### src/include/ctpc_pkg.sv
package ctpc_pkg;
	// Register byte offsets
	localparam logic [7:0] OFF_TICK_INTERVAL = 8'h00;
	localparam logic [7:0] OFF_TICK_COUNT    = 8'h04;
	localparam logic [7:0] OFF_TICK_CTRL     = 8'h08;
	localparam logic [7:0] OFF_CYC_LO        = 8'h0c;
	localparam logic [7:0] OFF_CYC_HI        = 8'h10;
	localparam logic [7:0] OFF_IRQ_STATUS    = 8'h14;
	localparam logic [7:0] OFF_IRQ_MASK      = 8'h18;
	localparam logic [7:0] OFF_PRIV_LEVEL    = 8'h1c;
	localparam logic [7:0] OFF_PERF_CNT0     = 8'h20;
	localparam logic [7:0] OFF_PERF_SEL0     = 8'h30;
	localparam logic [7:0] OFF_WATCH_VAL0    = 8'h40;
	localparam logic [7:0] OFF_WATCH_MSK0    = 8'h50;
	// Sizes
	localparam int TICK_W     = 31;
	localparam int CYC_W      = 64;
	localparam int PERF_N     = 4;
	localparam int PERF_W     = 32;
	localparam int EVT_N      = 16;
	localparam int SEL_W      = 4;
	localparam int WATCH_N    = 4;
	localparam int WATCH_W    = 32;
	// Field positions
	localparam int CTRL_EN_BIT   = 0;
	localparam int CTRL_ACK_BIT  = 1;
	localparam int IRQ_TICK_BIT  = 0;
	localparam int IRQ_PERF_LSB  = 1;
	localparam int IRQ_WATCH_LSB = 5;
	localparam int IRQ_W         = 9;
	// Reset values
	localparam logic [TICK_W-1:0] TICK_INTERVAL_RST = 31'h0000_0000;
	localparam logic [CYC_W-1:0]  CYC_RST           = 64'h0;
	localparam logic [1:0]        RESP_OKAY         = 2'h0;
	localparam logic [1:0]        RESP_SLVERR       = 2'h2;
	// Bus slave states
	typedef enum logic [1:0] {
		CTPC_IDLE = 2'b00,
		CTPC_RESP = 2'b01
	} ctpc_bus_state_type;
endpackage

### src/include/ctpc_watch_if.sv
`timescale 1ns/1ps
`default_nettype none
// Watch comparator bundle: values to watch, settings and match pulses
interface ctpc_watch_if;
	logic [ctpc_pkg::WATCH_N*ctpc_pkg::WATCH_W-1:0] sample;
	logic [ctpc_pkg::WATCH_N*ctpc_pkg::WATCH_W-1:0] value;
	logic [ctpc_pkg::WATCH_N*ctpc_pkg::WATCH_W-1:0] mask;
	logic [ctpc_pkg::WATCH_N-1:0]                   hit;
	modport ctrl (output sample, output value, output mask, input hit);
	modport unit (input sample, input value, input mask, output hit);
endinterface
`default_nettype wire

### src/hw/ctpc_top.sv
// How it works
// RL1 - 31-bit down-counting tick timer with interrupt
// RL2 - Software programs tick interval
// RL3 - 64-bit cycle counter counts every clock
// RL4 - Cycle counter resets to zero
// RL5 - Privileged write loads cycle counter
// RL6 - Anyone reads cycle counter; privileged writes
// RL7 - Four 32-bit performance counters
// RL8 - Per-counter independent event selection
// RL9 - Selected event increments its counter
// RL10 - Counter overflow raises interrupt
// RL11 - Watch comparators report matches as events
// RL12 - Counter wraps; overflow pending until cleared
// RL13 - Tick zero pends until reload or acknowledge; a read of the status register also clears it
`timescale 1ns/1ps
`default_nettype none
module ctpc_top (
	// Clock and reset
	input  wire logic                                         aclk,
	input  wire logic                                         aresetn,
	// AXI4-Lite write address
	input  wire logic [7:0]                                   s_axi_awaddr,
	input  wire logic [2:0]                                   s_axi_awprot,
	input  wire logic                                         s_axi_awvalid,
	output logic                                              s_axi_awready,
	// AXI4-Lite write data
	input  wire logic [31:0]                                  s_axi_wdata,
	input  wire logic [3:0]                                   s_axi_wstrb,
	input  wire logic                                         s_axi_wvalid,
	output logic                                              s_axi_wready,
	// AXI4-Lite write response
	output logic [1:0]                                        s_axi_bresp,
	output logic                                              s_axi_bvalid,
	input  wire logic                                         s_axi_bready,
	// AXI4-Lite read address
	input  wire logic [7:0]                                   s_axi_araddr,
	input  wire logic [2:0]                                   s_axi_arprot,
	input  wire logic                                         s_axi_arvalid,
	output logic                                              s_axi_arready,
	// AXI4-Lite read data
	output logic [31:0]                                       s_axi_rdata,
	output logic [1:0]                                        s_axi_rresp,
	output logic                                              s_axi_rvalid,
	input  wire logic                                         s_axi_rready,
	// Core event inputs and watched values
	input  wire logic [ctpc_pkg::EVT_N-ctpc_pkg::WATCH_N-1:0] core_events,
	input  wire logic [ctpc_pkg::WATCH_N*ctpc_pkg::WATCH_W-1:0] watch_sample,
	// Interrupt
	output logic                                              irq
);
	import ctpc_pkg::*;

	function automatic logic [31:0] wmask(input logic [31:0] old, input logic [31:0] d, input logic [3:0] s);
		logic [31:0] r;
		r = old;
		for (int b = 0; b < 4; b++) begin
			if (s[b]) begin
				r[b*8 +: 8] = d[b*8 +: 8];
			end
		end
		return r;
	endfunction

	// Registers
	logic [TICK_W-1:0]        tick_interval, next_tick_interval;
	logic [TICK_W-1:0]        tick_count, next_tick_count;
	logic                     tick_en, next_tick_en;
	logic [CYC_W-1:0]         cycle, next_cycle;
	logic [IRQ_W-1:0]         irq_status, next_irq_status;
	logic [IRQ_W-1:0]         irq_mask, next_irq_mask;
	logic [SEL_W-1:0]         perf_sel [PERF_N];
	logic [SEL_W-1:0]         next_perf_sel [PERF_N];
	logic [WATCH_W-1:0]       watch_val [WATCH_N];
	logic [WATCH_W-1:0]       next_watch_val [WATCH_N];
	logic [WATCH_W-1:0]       watch_msk [WATCH_N];
	logic [WATCH_W-1:0]       next_watch_msk [WATCH_N];
	logic                     next_irq;
	// Bus state
	ctpc_bus_state_type       wr_state, next_wr_state, rd_state, next_rd_state;
	logic                     aw_got, next_aw_got, w_got, next_w_got;
	logic [7:0]               aw_addr, next_aw_addr;
	logic                     aw_priv, next_aw_priv;
	logic [31:0]              w_data, next_w_data;
	logic [3:0]               w_strb, next_w_strb;
	logic [1:0]               next_bresp, next_rresp;
	logic [31:0]              next_rdata;
	logic                     do_write, do_read;
	// Perf counter wiring
	logic [PERF_W-1:0]        perf_count [PERF_N];
	logic [PERF_N-1:0]        perf_ovf, perf_load;
	logic [EVT_N-1:0]         events;
	ctpc_watch_if             wif ();

	// Watch comparators
	always_comb begin
		wif.sample = watch_sample;
		for (int i = 0; i < WATCH_N; i++) begin
			wif.value[i*WATCH_W +: WATCH_W] = watch_val[i];
			wif.mask[i*WATCH_W +: WATCH_W]  = watch_msk[i];
		end
	end
	ctpc_watch u_watch (
		.aclk    (aclk),
		.aresetn (aresetn),
		.w       (wif.unit)
	);
	assign events = {wif.hit, core_events}; // RL11

	// Performance counters
	for (genvar g = 0; g < PERF_N; g++) begin : g_perf
		ctpc_perf u_perf ( // RL7
			.aclk       (aclk),
			.aresetn    (aresetn),
			.sel        (perf_sel[g]),
			.events     (events),
			.load       (perf_load[g]),
			.load_value (w_data),
			.count      (perf_count[g]),
			.overflow   (perf_ovf[g])
		);
		assign perf_load[g] = do_write && aw_priv && aw_addr == OFF_PERF_CNT0 + 8'(4 * g);
	end

	// Write channel handshake: address and data in either order
	assign do_write = wr_state == CTPC_IDLE && aw_got && w_got && aw_addr[1:0] == 2'h0; // Held halves, aligned only
	always_comb begin
		next_aw_got  = aw_got;
		next_w_got   = w_got;
		next_aw_addr = aw_addr;
		next_aw_priv = aw_priv;
		next_w_data  = w_data;
		next_w_strb  = w_strb;
		next_wr_state = wr_state;
		next_bresp   = s_axi_bresp;
		if (s_axi_awvalid && s_axi_awready) begin
			next_aw_got  = 1'b1;
			next_aw_addr = s_axi_awaddr;
			next_aw_priv = s_axi_awprot[0];
		end
		if (s_axi_wvalid && s_axi_wready) begin
			next_w_got  = 1'b1;
			next_w_data = s_axi_wdata;
			next_w_strb = s_axi_wstrb;
		end
		case (wr_state)
			CTPC_IDLE: begin
				if (aw_got && w_got) begin
					next_wr_state = CTPC_RESP;
					next_aw_got   = 1'b0;
					next_w_got    = 1'b0;
					next_bresp    = (aw_addr[1:0] != 2'h0 || aw_addr > OFF_WATCH_MSK0 + 8'hc) ? RESP_SLVERR
						: RESP_OKAY;
				end
			end
			CTPC_RESP: begin
				if (s_axi_bready) begin
					next_wr_state = CTPC_IDLE;
				end
			end
			default: next_wr_state = CTPC_IDLE;
		endcase
	end

	// Read channel
	assign do_read = rd_state == CTPC_IDLE && s_axi_arvalid && s_axi_arready;
	always_comb begin
		next_rd_state = rd_state;
		next_rdata    = s_axi_rdata;
		next_rresp    = s_axi_rresp;
		case (rd_state)
			CTPC_IDLE: begin
				if (s_axi_arvalid) begin
					next_rd_state = CTPC_RESP;
					next_rresp    = RESP_OKAY;
					next_rdata    = 32'h0;
					case (s_axi_araddr)
						OFF_TICK_INTERVAL: next_rdata = {1'b0, tick_interval};
						OFF_TICK_COUNT:    next_rdata = {1'b0, tick_count};
						OFF_TICK_CTRL:     next_rdata = {31'h0, tick_en};
						OFF_CYC_LO:        next_rdata = cycle[31:0]; // RL6
						OFF_CYC_HI:        next_rdata = cycle[63:32]; // RL6
						OFF_IRQ_STATUS:    next_rdata = {23'h0, irq_status};
						OFF_IRQ_MASK:      next_rdata = {23'h0, irq_mask};
						OFF_PRIV_LEVEL:    next_rdata = {31'h0, s_axi_arprot[0]};
						default: begin
							if (s_axi_araddr >= OFF_PERF_CNT0 && s_axi_araddr <= OFF_WATCH_MSK0 + 8'hc
								&& s_axi_araddr[1:0] == 2'h0) begin
								case (s_axi_araddr[5:4])
									2'h2:    next_rdata = perf_count[s_axi_araddr[3:2]];
									2'h3:    next_rdata = {28'h0, perf_sel[s_axi_araddr[3:2]]};
									2'h0:    next_rdata = watch_val[s_axi_araddr[3:2]];
									default: next_rdata = watch_msk[s_axi_araddr[3:2]];
								endcase
							end else begin
								next_rresp = RESP_SLVERR;
							end
						end
					endcase
				end
			end
			CTPC_RESP: begin
				if (s_axi_rready) begin
					next_rd_state = CTPC_IDLE;
				end
			end
			default: next_rd_state = CTPC_IDLE;
		endcase
	end

	// Timer, cycle counter, config and interrupt next values
	always_comb begin
		logic [31:0] wv;
		logic [31:0] wt;
		logic [31:0] wm;
		wv                 = wmask(32'h0, w_data, w_strb);
		wt                 = wmask({1'b0, tick_interval}, w_data, w_strb);
		wm                 = wmask({23'h0, irq_mask}, w_data, w_strb);
		next_tick_interval = tick_interval;
		next_tick_en       = tick_en;
		next_tick_count    = tick_count;
		next_cycle         = cycle + 64'h1; // RL3
		next_irq_status    = irq_status;
		next_irq_mask      = irq_mask;
		for (int i = 0; i < PERF_N; i++) begin
			next_perf_sel[i] = perf_sel[i];
		end
		for (int i = 0; i < WATCH_N; i++) begin
			next_watch_val[i] = watch_val[i];
			next_watch_msk[i] = watch_msk[i];
		end
		// Tick timer counts down and reloads at zero
		if (tick_en) begin
			if (tick_count == '0) begin
				next_tick_count = tick_interval; // RL2
			end else begin
				next_tick_count = tick_count - 31'h1; // RL1
			end
		end
		// Read of status clears it; new events set and win
		if (do_read && s_axi_araddr == OFF_IRQ_STATUS) begin
			next_irq_status = '0;
		end
		if (do_write && aw_addr == OFF_TICK_CTRL && wv[CTRL_ACK_BIT]) begin
			next_irq_status[IRQ_TICK_BIT] = 1'b0; // RL13
		end
		if (do_write) begin
			case (aw_addr)
				OFF_TICK_INTERVAL: begin
					next_tick_interval = wt[TICK_W-1:0]; // RL2
					next_tick_count    = next_tick_interval;
					next_irq_status[IRQ_TICK_BIT] = 1'b0; // RL13
				end
				OFF_TICK_CTRL:  next_tick_en = wv[CTRL_EN_BIT];
				OFF_CYC_LO: begin
					if (aw_priv) begin
						next_cycle[31:0] = wmask(cycle[31:0], w_data, w_strb); // RL5
					end
				end
				OFF_CYC_HI: begin
					if (aw_priv) begin
						next_cycle[63:32] = wmask(cycle[63:32], w_data, w_strb); // RL5 RL6
					end
				end
				OFF_IRQ_MASK:   next_irq_mask = wm[IRQ_W-1:0];
				default: begin
					if (aw_addr[5:4] == 2'h3 && aw_addr[7:6] == 2'h0) begin
						next_perf_sel[aw_addr[3:2]] = wv[SEL_W-1:0]; // RL8
					end else if (aw_addr[7:4] == 4'h4) begin
						next_watch_val[aw_addr[3:2]] = wmask(watch_val[aw_addr[3:2]], w_data, w_strb);
					end else if (aw_addr[7:4] == 4'h5) begin
						next_watch_msk[aw_addr[3:2]] = wmask(watch_msk[aw_addr[3:2]], w_data, w_strb);
					end
				end
			endcase
		end
		if (tick_en && tick_count == 31'h1) begin
			next_irq_status[IRQ_TICK_BIT] = 1'b1; // RL1 RL13
		end
		next_irq_status[IRQ_PERF_LSB +: PERF_N] = next_irq_status[IRQ_PERF_LSB +: PERF_N] | perf_ovf; // RL10 RL12
		next_irq_status[IRQ_WATCH_LSB +: WATCH_N] = next_irq_status[IRQ_WATCH_LSB +: WATCH_N] | wif.hit;
		next_irq = |(next_irq_status & next_irq_mask);
	end

	// Register all state
	always_ff @(posedge aclk) begin
		if (!aresetn) begin
			tick_interval <= TICK_INTERVAL_RST;
			tick_count    <= TICK_INTERVAL_RST;
			tick_en       <= 1'b0;
			cycle         <= CYC_RST; // RL4
			irq_status    <= '0;
			irq_mask      <= '0;
			irq           <= 1'b0;
			for (int i = 0; i < PERF_N; i++) begin
				perf_sel[i] <= '0;
			end
			for (int i = 0; i < WATCH_N; i++) begin
				watch_val[i] <= '0;
				watch_msk[i] <= '0;
			end
			wr_state      <= CTPC_IDLE;
			rd_state      <= CTPC_IDLE;
			aw_got        <= 1'b0;
			w_got         <= 1'b0;
			aw_addr       <= '0;
			aw_priv       <= 1'b0;
			w_data        <= '0;
			w_strb        <= '0;
			s_axi_bresp   <= RESP_OKAY;
			s_axi_rresp   <= RESP_OKAY;
			s_axi_rdata   <= '0;
		end else begin
			tick_interval <= next_tick_interval;
			tick_count    <= next_tick_count;
			tick_en       <= next_tick_en;
			cycle         <= next_cycle;
			irq_status    <= next_irq_status;
			irq_mask      <= next_irq_mask;
			irq           <= next_irq;
			perf_sel      <= next_perf_sel;
			watch_val     <= next_watch_val;
			watch_msk     <= next_watch_msk;
			wr_state      <= next_wr_state;
			rd_state      <= next_rd_state;
			aw_got        <= next_aw_got;
			w_got         <= next_w_got;
			aw_addr       <= next_aw_addr;
			aw_priv       <= next_aw_priv;
			w_data        <= next_w_data;
			w_strb        <= next_w_strb;
			s_axi_bresp   <= next_bresp;
			s_axi_rresp   <= next_rresp;
			s_axi_rdata   <= next_rdata;
		end
	end

	// Handshake outputs from state flops
	assign s_axi_awready = !aw_got && wr_state == CTPC_IDLE;
	assign s_axi_wready  = !w_got && wr_state == CTPC_IDLE;
	assign s_axi_bvalid  = wr_state == CTPC_RESP;
	assign s_axi_arready = rd_state == CTPC_IDLE;
	assign s_axi_rvalid  = rd_state == CTPC_RESP;
endmodule // ctpc_top
`default_nettype wire

### src/hw/ctpc_watch.sv
`timescale 1ns/1ps
`default_nettype none
module ctpc_watch (
	// Clock and reset
	input  wire logic aclk,
	input  wire logic aresetn,
	// Comparator bundle
	ctpc_watch_if.unit w
);
	import ctpc_pkg::*;
	logic [WATCH_N-1:0] hit_q;
	logic [WATCH_N-1:0] next_hit;

	// Masked compare, registered hit on every cycle the sample matches
	always_comb begin
		for (int i = 0; i < WATCH_N; i++) begin
			next_hit[i] = ((w.sample[i*WATCH_W +: WATCH_W] ^ w.value[i*WATCH_W +: WATCH_W])
				& w.mask[i*WATCH_W +: WATCH_W]) == '0; // RL11
		end
	end

	// Register match events
	always_ff @(posedge aclk) begin
		if (!aresetn) begin
			hit_q <= '0;
		end else begin
			hit_q <= next_hit;
		end
	end
	assign w.hit = hit_q;
endmodule // ctpc_watch
`default_nettype wire

### src/hw/ctpc_perf.sv
`timescale 1ns/1ps
`default_nettype none
module ctpc_perf (
	// Clock and reset
	input  wire logic                       aclk,
	input  wire logic                       aresetn,
	// Counter control
	input  wire logic [ctpc_pkg::SEL_W-1:0] sel,
	input  wire logic [ctpc_pkg::EVT_N-1:0] events,
	input  wire logic                       load,
	input  wire logic [ctpc_pkg::PERF_W-1:0] load_value,
	// Counter state
	output logic [ctpc_pkg::PERF_W-1:0]     count,
	output logic                            overflow
);
	import ctpc_pkg::*;
	logic [PERF_W-1:0] next_count;
	logic              next_overflow;

	// Count selected event, wrap to zero on overflow
	always_comb begin
		next_count    = count;
		next_overflow = 1'b0;
		if (load) begin
			next_count = load_value;
		end else if (events[sel]) begin // RL8
			next_count    = count + 32'h1; // RL9 RL12
			next_overflow = (count == {PERF_W{1'b1}}); // RL10
		end
	end

	// Register counter
	always_ff @(posedge aclk) begin
		if (!aresetn) begin
			count    <= '0;
			overflow <= 1'b0;
		end else begin
			count    <= next_count;
			overflow <= next_overflow;
		end
	end
endmodule // ctpc_perf
`default_nettype wire

### config.mk
export PLATFORM = sky130hd
export DESIGN_NAME = ctpc_top
export DESIGN_NICKNAME = d
export VERILOG_FILES = /design/src/include/ctpc_pkg.sv /design/src/include/ctpc_watch_if.sv /design/src/hw/ctpc_top.sv /design/src/hw/ctpc_watch.sv /design/src/hw/ctpc_perf.sv
export SDC_FILE = /design/constraint.sdc
export NUM_CORES = 2
export LEC_CHECK = 0
export BUFFER_PORTS_ARGS = -buffer_cell sky130_fd_sc_hd__buf_2
export CORE_MARGIN = 4
export CORE_UTILIZATION = 25
export CTS_BUF_LIST = sky130_fd_sc_hd__clkbuf_4
export CTS_CLUSTER_DIAMETER = 200
export DETAILED_ROUTE_END_ITERATION = 12
export GPL_TIMING_DRIVEN = 1
export PLACE_DENSITY = 0.45
export SYNTH_ARGS = -nofsm -noshare
export SYNTH_HDL_FRONTEND = slang
export SYNTH_HIERARCHICAL = 1
export SYNTH_SLANG_ARGS = --single-unit
### constraint.sdc
create_clock -name aclk -period 3.5 [get_ports aclk]
set_clock_uncertainty 0.2 [all_clocks]
set_input_delay 0.175 -clock aclk [delete_from_list [all_inputs] [get_ports aclk]]
set_output_delay 0.175 -clock aclk [all_outputs]
set_load 0.005 [all_outputs]
==> summary.md <==
| Metric | Value |
|---|---|
| Outcome | finished clean |
| Dominant synthesized flop cell | dfxtp_1 |
| Routed Antenna Nets | 0 |
| Global route overflow | 0 |
| Warnings, synthesis | 6 |
| VDD IR max | 215 uV |
| Post-synthesis cell type count | 102 |
| Min Tclk post-route | 3.49 ns |
| Area delta synth->final | 24.6% |
| Nets@finish | 5,062 |
| Post-synth EDFFs | 0 |
| Setup Crit Path Kind | register to register |
| Layout cell share with drive strength beyond 1 | 21.0% |
| Post-synth top area cell | dfxtp_1 |
| Initial core utilization | 25.1% |
| F_max | 287 MHz |
| Area fraction of the dominant cell type after synthesis | 33.9% |
| # H-tree levels | 4 |
| Synth area leaders | dfxtp_1, mux4_2, a211oi_1, mux2i_1, nor2_1 |
| Drt pass-1 iters | 8 |
| Synth async-reset ratio | 0% |
| Combinational power share | 14.0% |
| Core footprint | 150,000 um2 |
| Sw Ratio | 31.3% |
| Die Height | 396 um |
| Req. time, crit path | 4.31 ns |
| Number of global-route vias before repair | 36,569 |
| # fillers | 15,820 |
| HP Class | primary input to register |
| Worst-Skew Late Latency | 1.21 ns |
| Synth Register Bits | 637 |
| Initial DRC count | 4,501 |
| Initial antenna violation count | 19 |
| Clock power frac | 42.0% |
| Die area | 157,000 um2 |
| Rows | 142 |
| Kind of end point of the critical path | register |
| Syn Area/Cell | 8.81 um2 |
| RSZ-0062 raised after global routing | false |
| Vias per inst | 5.60 |
| Post-DR wirelength/cell | 27.6 um |
| Clock-pin slew on the worst setup and hold paths | 0.07 ns |
| Seq pwr share | 44.0% |
| Total GRT Usage | 23.6% |
| Worst Path Max Fanout | 4 |
| Power per Cell Area | 370 nW/um2 |
| CTS tree | yes |
| NetSw | 0.00544 W |
| Worst Tran Pin Value | 1.09 ns |
| Hold Violations, Final | 0 |
| Relative slew margins | 27.4% |
| Die width | 396 um |
| CTS root buf | clkbuf_4 |
| Most instantiated cells after synthesis | dfxtp_1, nor2_1, nand2_1 |
| Placed cell count | 6,375 |
| WL final | 193 mm |
| CTS buffer count | 193 |
| CP Data Arrival Time | 4.30 ns |
| Final setup vio count | 0 |
| # DRC | 0 |
| Internal power | 0.0119 W |
| Via count | 39,178 |
| Max clock buf depth | 3 |
| Final non-filler cell total | 6,991 |
| Post-route core utilization | 31.3% |
| Fin crit share | 99.6% |
| IO Count | 247 |
| Max-Cap Viols | 0 |
| TNS Setup | 0 ns |
| Mapped cell area | 37,700 um2 |
| RePlAce Congestion | 0.990 |
| Cells after Synth | 4,277 |
| Largest net degree at the start of global routing | 120 |
| Crit path launch type | register |
| LEAKAGE | 16.0 nW |
| I/O Buffers | 240 |
| First-pass GRT wire length | 272 mm |
| Seq/Total Area, Yosys | 33.9% |
| DP HPWL | 141 mm |
| Pins Over Slew Limit | 0 |
| # clock sinks | 637 |
| Count leader, synth | dfxtp_1 |
==> cell type report <==
type	instances	area, um2	area share [%]
clock buffers	275	2060	4.40
flip-flops and latches	637	12800	27.2
diodes	11	27.5	0.0586
multi-input cells	3196	23000	49.1
well taps	2016	2520	5.37
clock inverters	35	211	0.450
inverters	83	323	0.688
repair buffers	738	6000	12.8
==> layout by cell type (no fill, tap or decap), drive strengths merged, types with 16 or more instances in the layout <==
cell type,instances
mux4,177
o22ai,42
xor2,134
a221oi,33
a21oi,244
o21ai,263
inv,89
a211oi,296
mux2i,183
nor2b,17
a31oi,91
clkinv,26
nand4,77
and2,32
nand2b,29
or3,35
buf,447
or4,63
nor4b,18
a32oi,16
o31ai,60
dfxtp,637
dlygate4sd3,290
nor4,54
and4,29
nand2,300
nor3,83
a22oi,41
and3,30
nand3,158
nor2,480
o311ai,20
clkbuf,276
==> logic make-up after synthesis <==
family,share of synthesized area (%)
and+or+nand+nor,19.6
AOI/OAI and AO/OA,21.9
DFF,33.9
buffers and inverters,5.22
muxes,15.7
xor gates and xnor gates,3.46
adders and majority gates,0.266
other,0.00996
==> critical path, stage by stage, from the launching register on <==
cell and delay (ns):
dfxtp_1 0.34, xor2_1 0.21, a22oi_1 0.19, dlygate4sd3_1 0.57, nand3_1 0.09, dlygate4sd3_1 0.58, dlygate4sd3_1 0.60, nor4_2 0.56
==> power by group through the flow <==
stage,Sequential (W),Combinational [W],Clock [W]
2_1_floorplan,0.00761,0.00119,0
3_3_place_gp,0.00780,0.00213,0
3_5_place_dp,0.00780,0.00214,0
4_1_cts,0.00764,0.00240,0.00746
5_1_grt,0.00764,0.00256,0.00787
6_report,0.00765,0.00243,0.00729
==> per-layer routing <==
layer	up-vias	GRT usage, %	wire length (um)
met5	-	0	27
met4	4	10.5	9310
met3	347	5.64	17200
met2	1937	35.3	83000
met1	19393	32.4	83400
li1	17497	-	-
==> timing repair <==
action | 4_1_cts | 5_1_grt
buffers inserted | 0 | 4
setup endpoints to repair | 0 | 4
hold buffers | 291 | 0
endpoints found under the hold margin | 380 | 0
resized for setup | 0 | 3
==> through the flow <==
stage / setup WS, ns / power (W) / hold slack [ns] / cell area (um2)
floorplan: 1.03 / 0.00880 / 0.0740 / 37700
global placement: 0.526 / 0.00993 / 0.170 / 41700
detailed placement: 0.531 / 0.00994 / 0.170 / 41700
CTS: 0.0457 / 0.0175 / 0.00459 / 46900
global route: 0.0162 / 0.0181 / 0.0783 / 46900
finish: 0.0148 / 0.0174 / 0.126 / 46900
==> final timing paths <==
path | from | end | slack [ns] | cells past startpoint
setup / recovery | watch_val[127]$_SDFFE_PN0P_ | u_watch/w.hit[0]$_SDFF_PN0_ | 0.01 | 7
hold / removal | watch_sample[29] | u_watch/w.hit[0]$_SDFF_PN0_ | 0.13 | 6
setup reg to reg | watch_val[127]$_SDFFE_PN0P_ | u_watch/w.hit[0]$_SDFF_PN0_ | 0.01 | 7
hold reg to reg | tick_interval[24]$_SDFFE_PN0P_ | tick_interval[24]$_SDFFE_PN0P_ | 0.28 | 2
==> state kept, by name, indices dropped and copies added (netlist names), 4 cells and up <==
name	flops
tick_interval	31
watch_msk	128
s_axi_rdata	32
u_watch/w.hit	4
watch_val	128
w_strb	4
irq_mask	9
g_perf.u_perf/overflow	4
w_data	32
tick_count	31
cycle	64
irq_status	9
perf_sel	16
g_perf.u_perf/count	128
aw_addr	8
(Power assumes the default switching activity.)
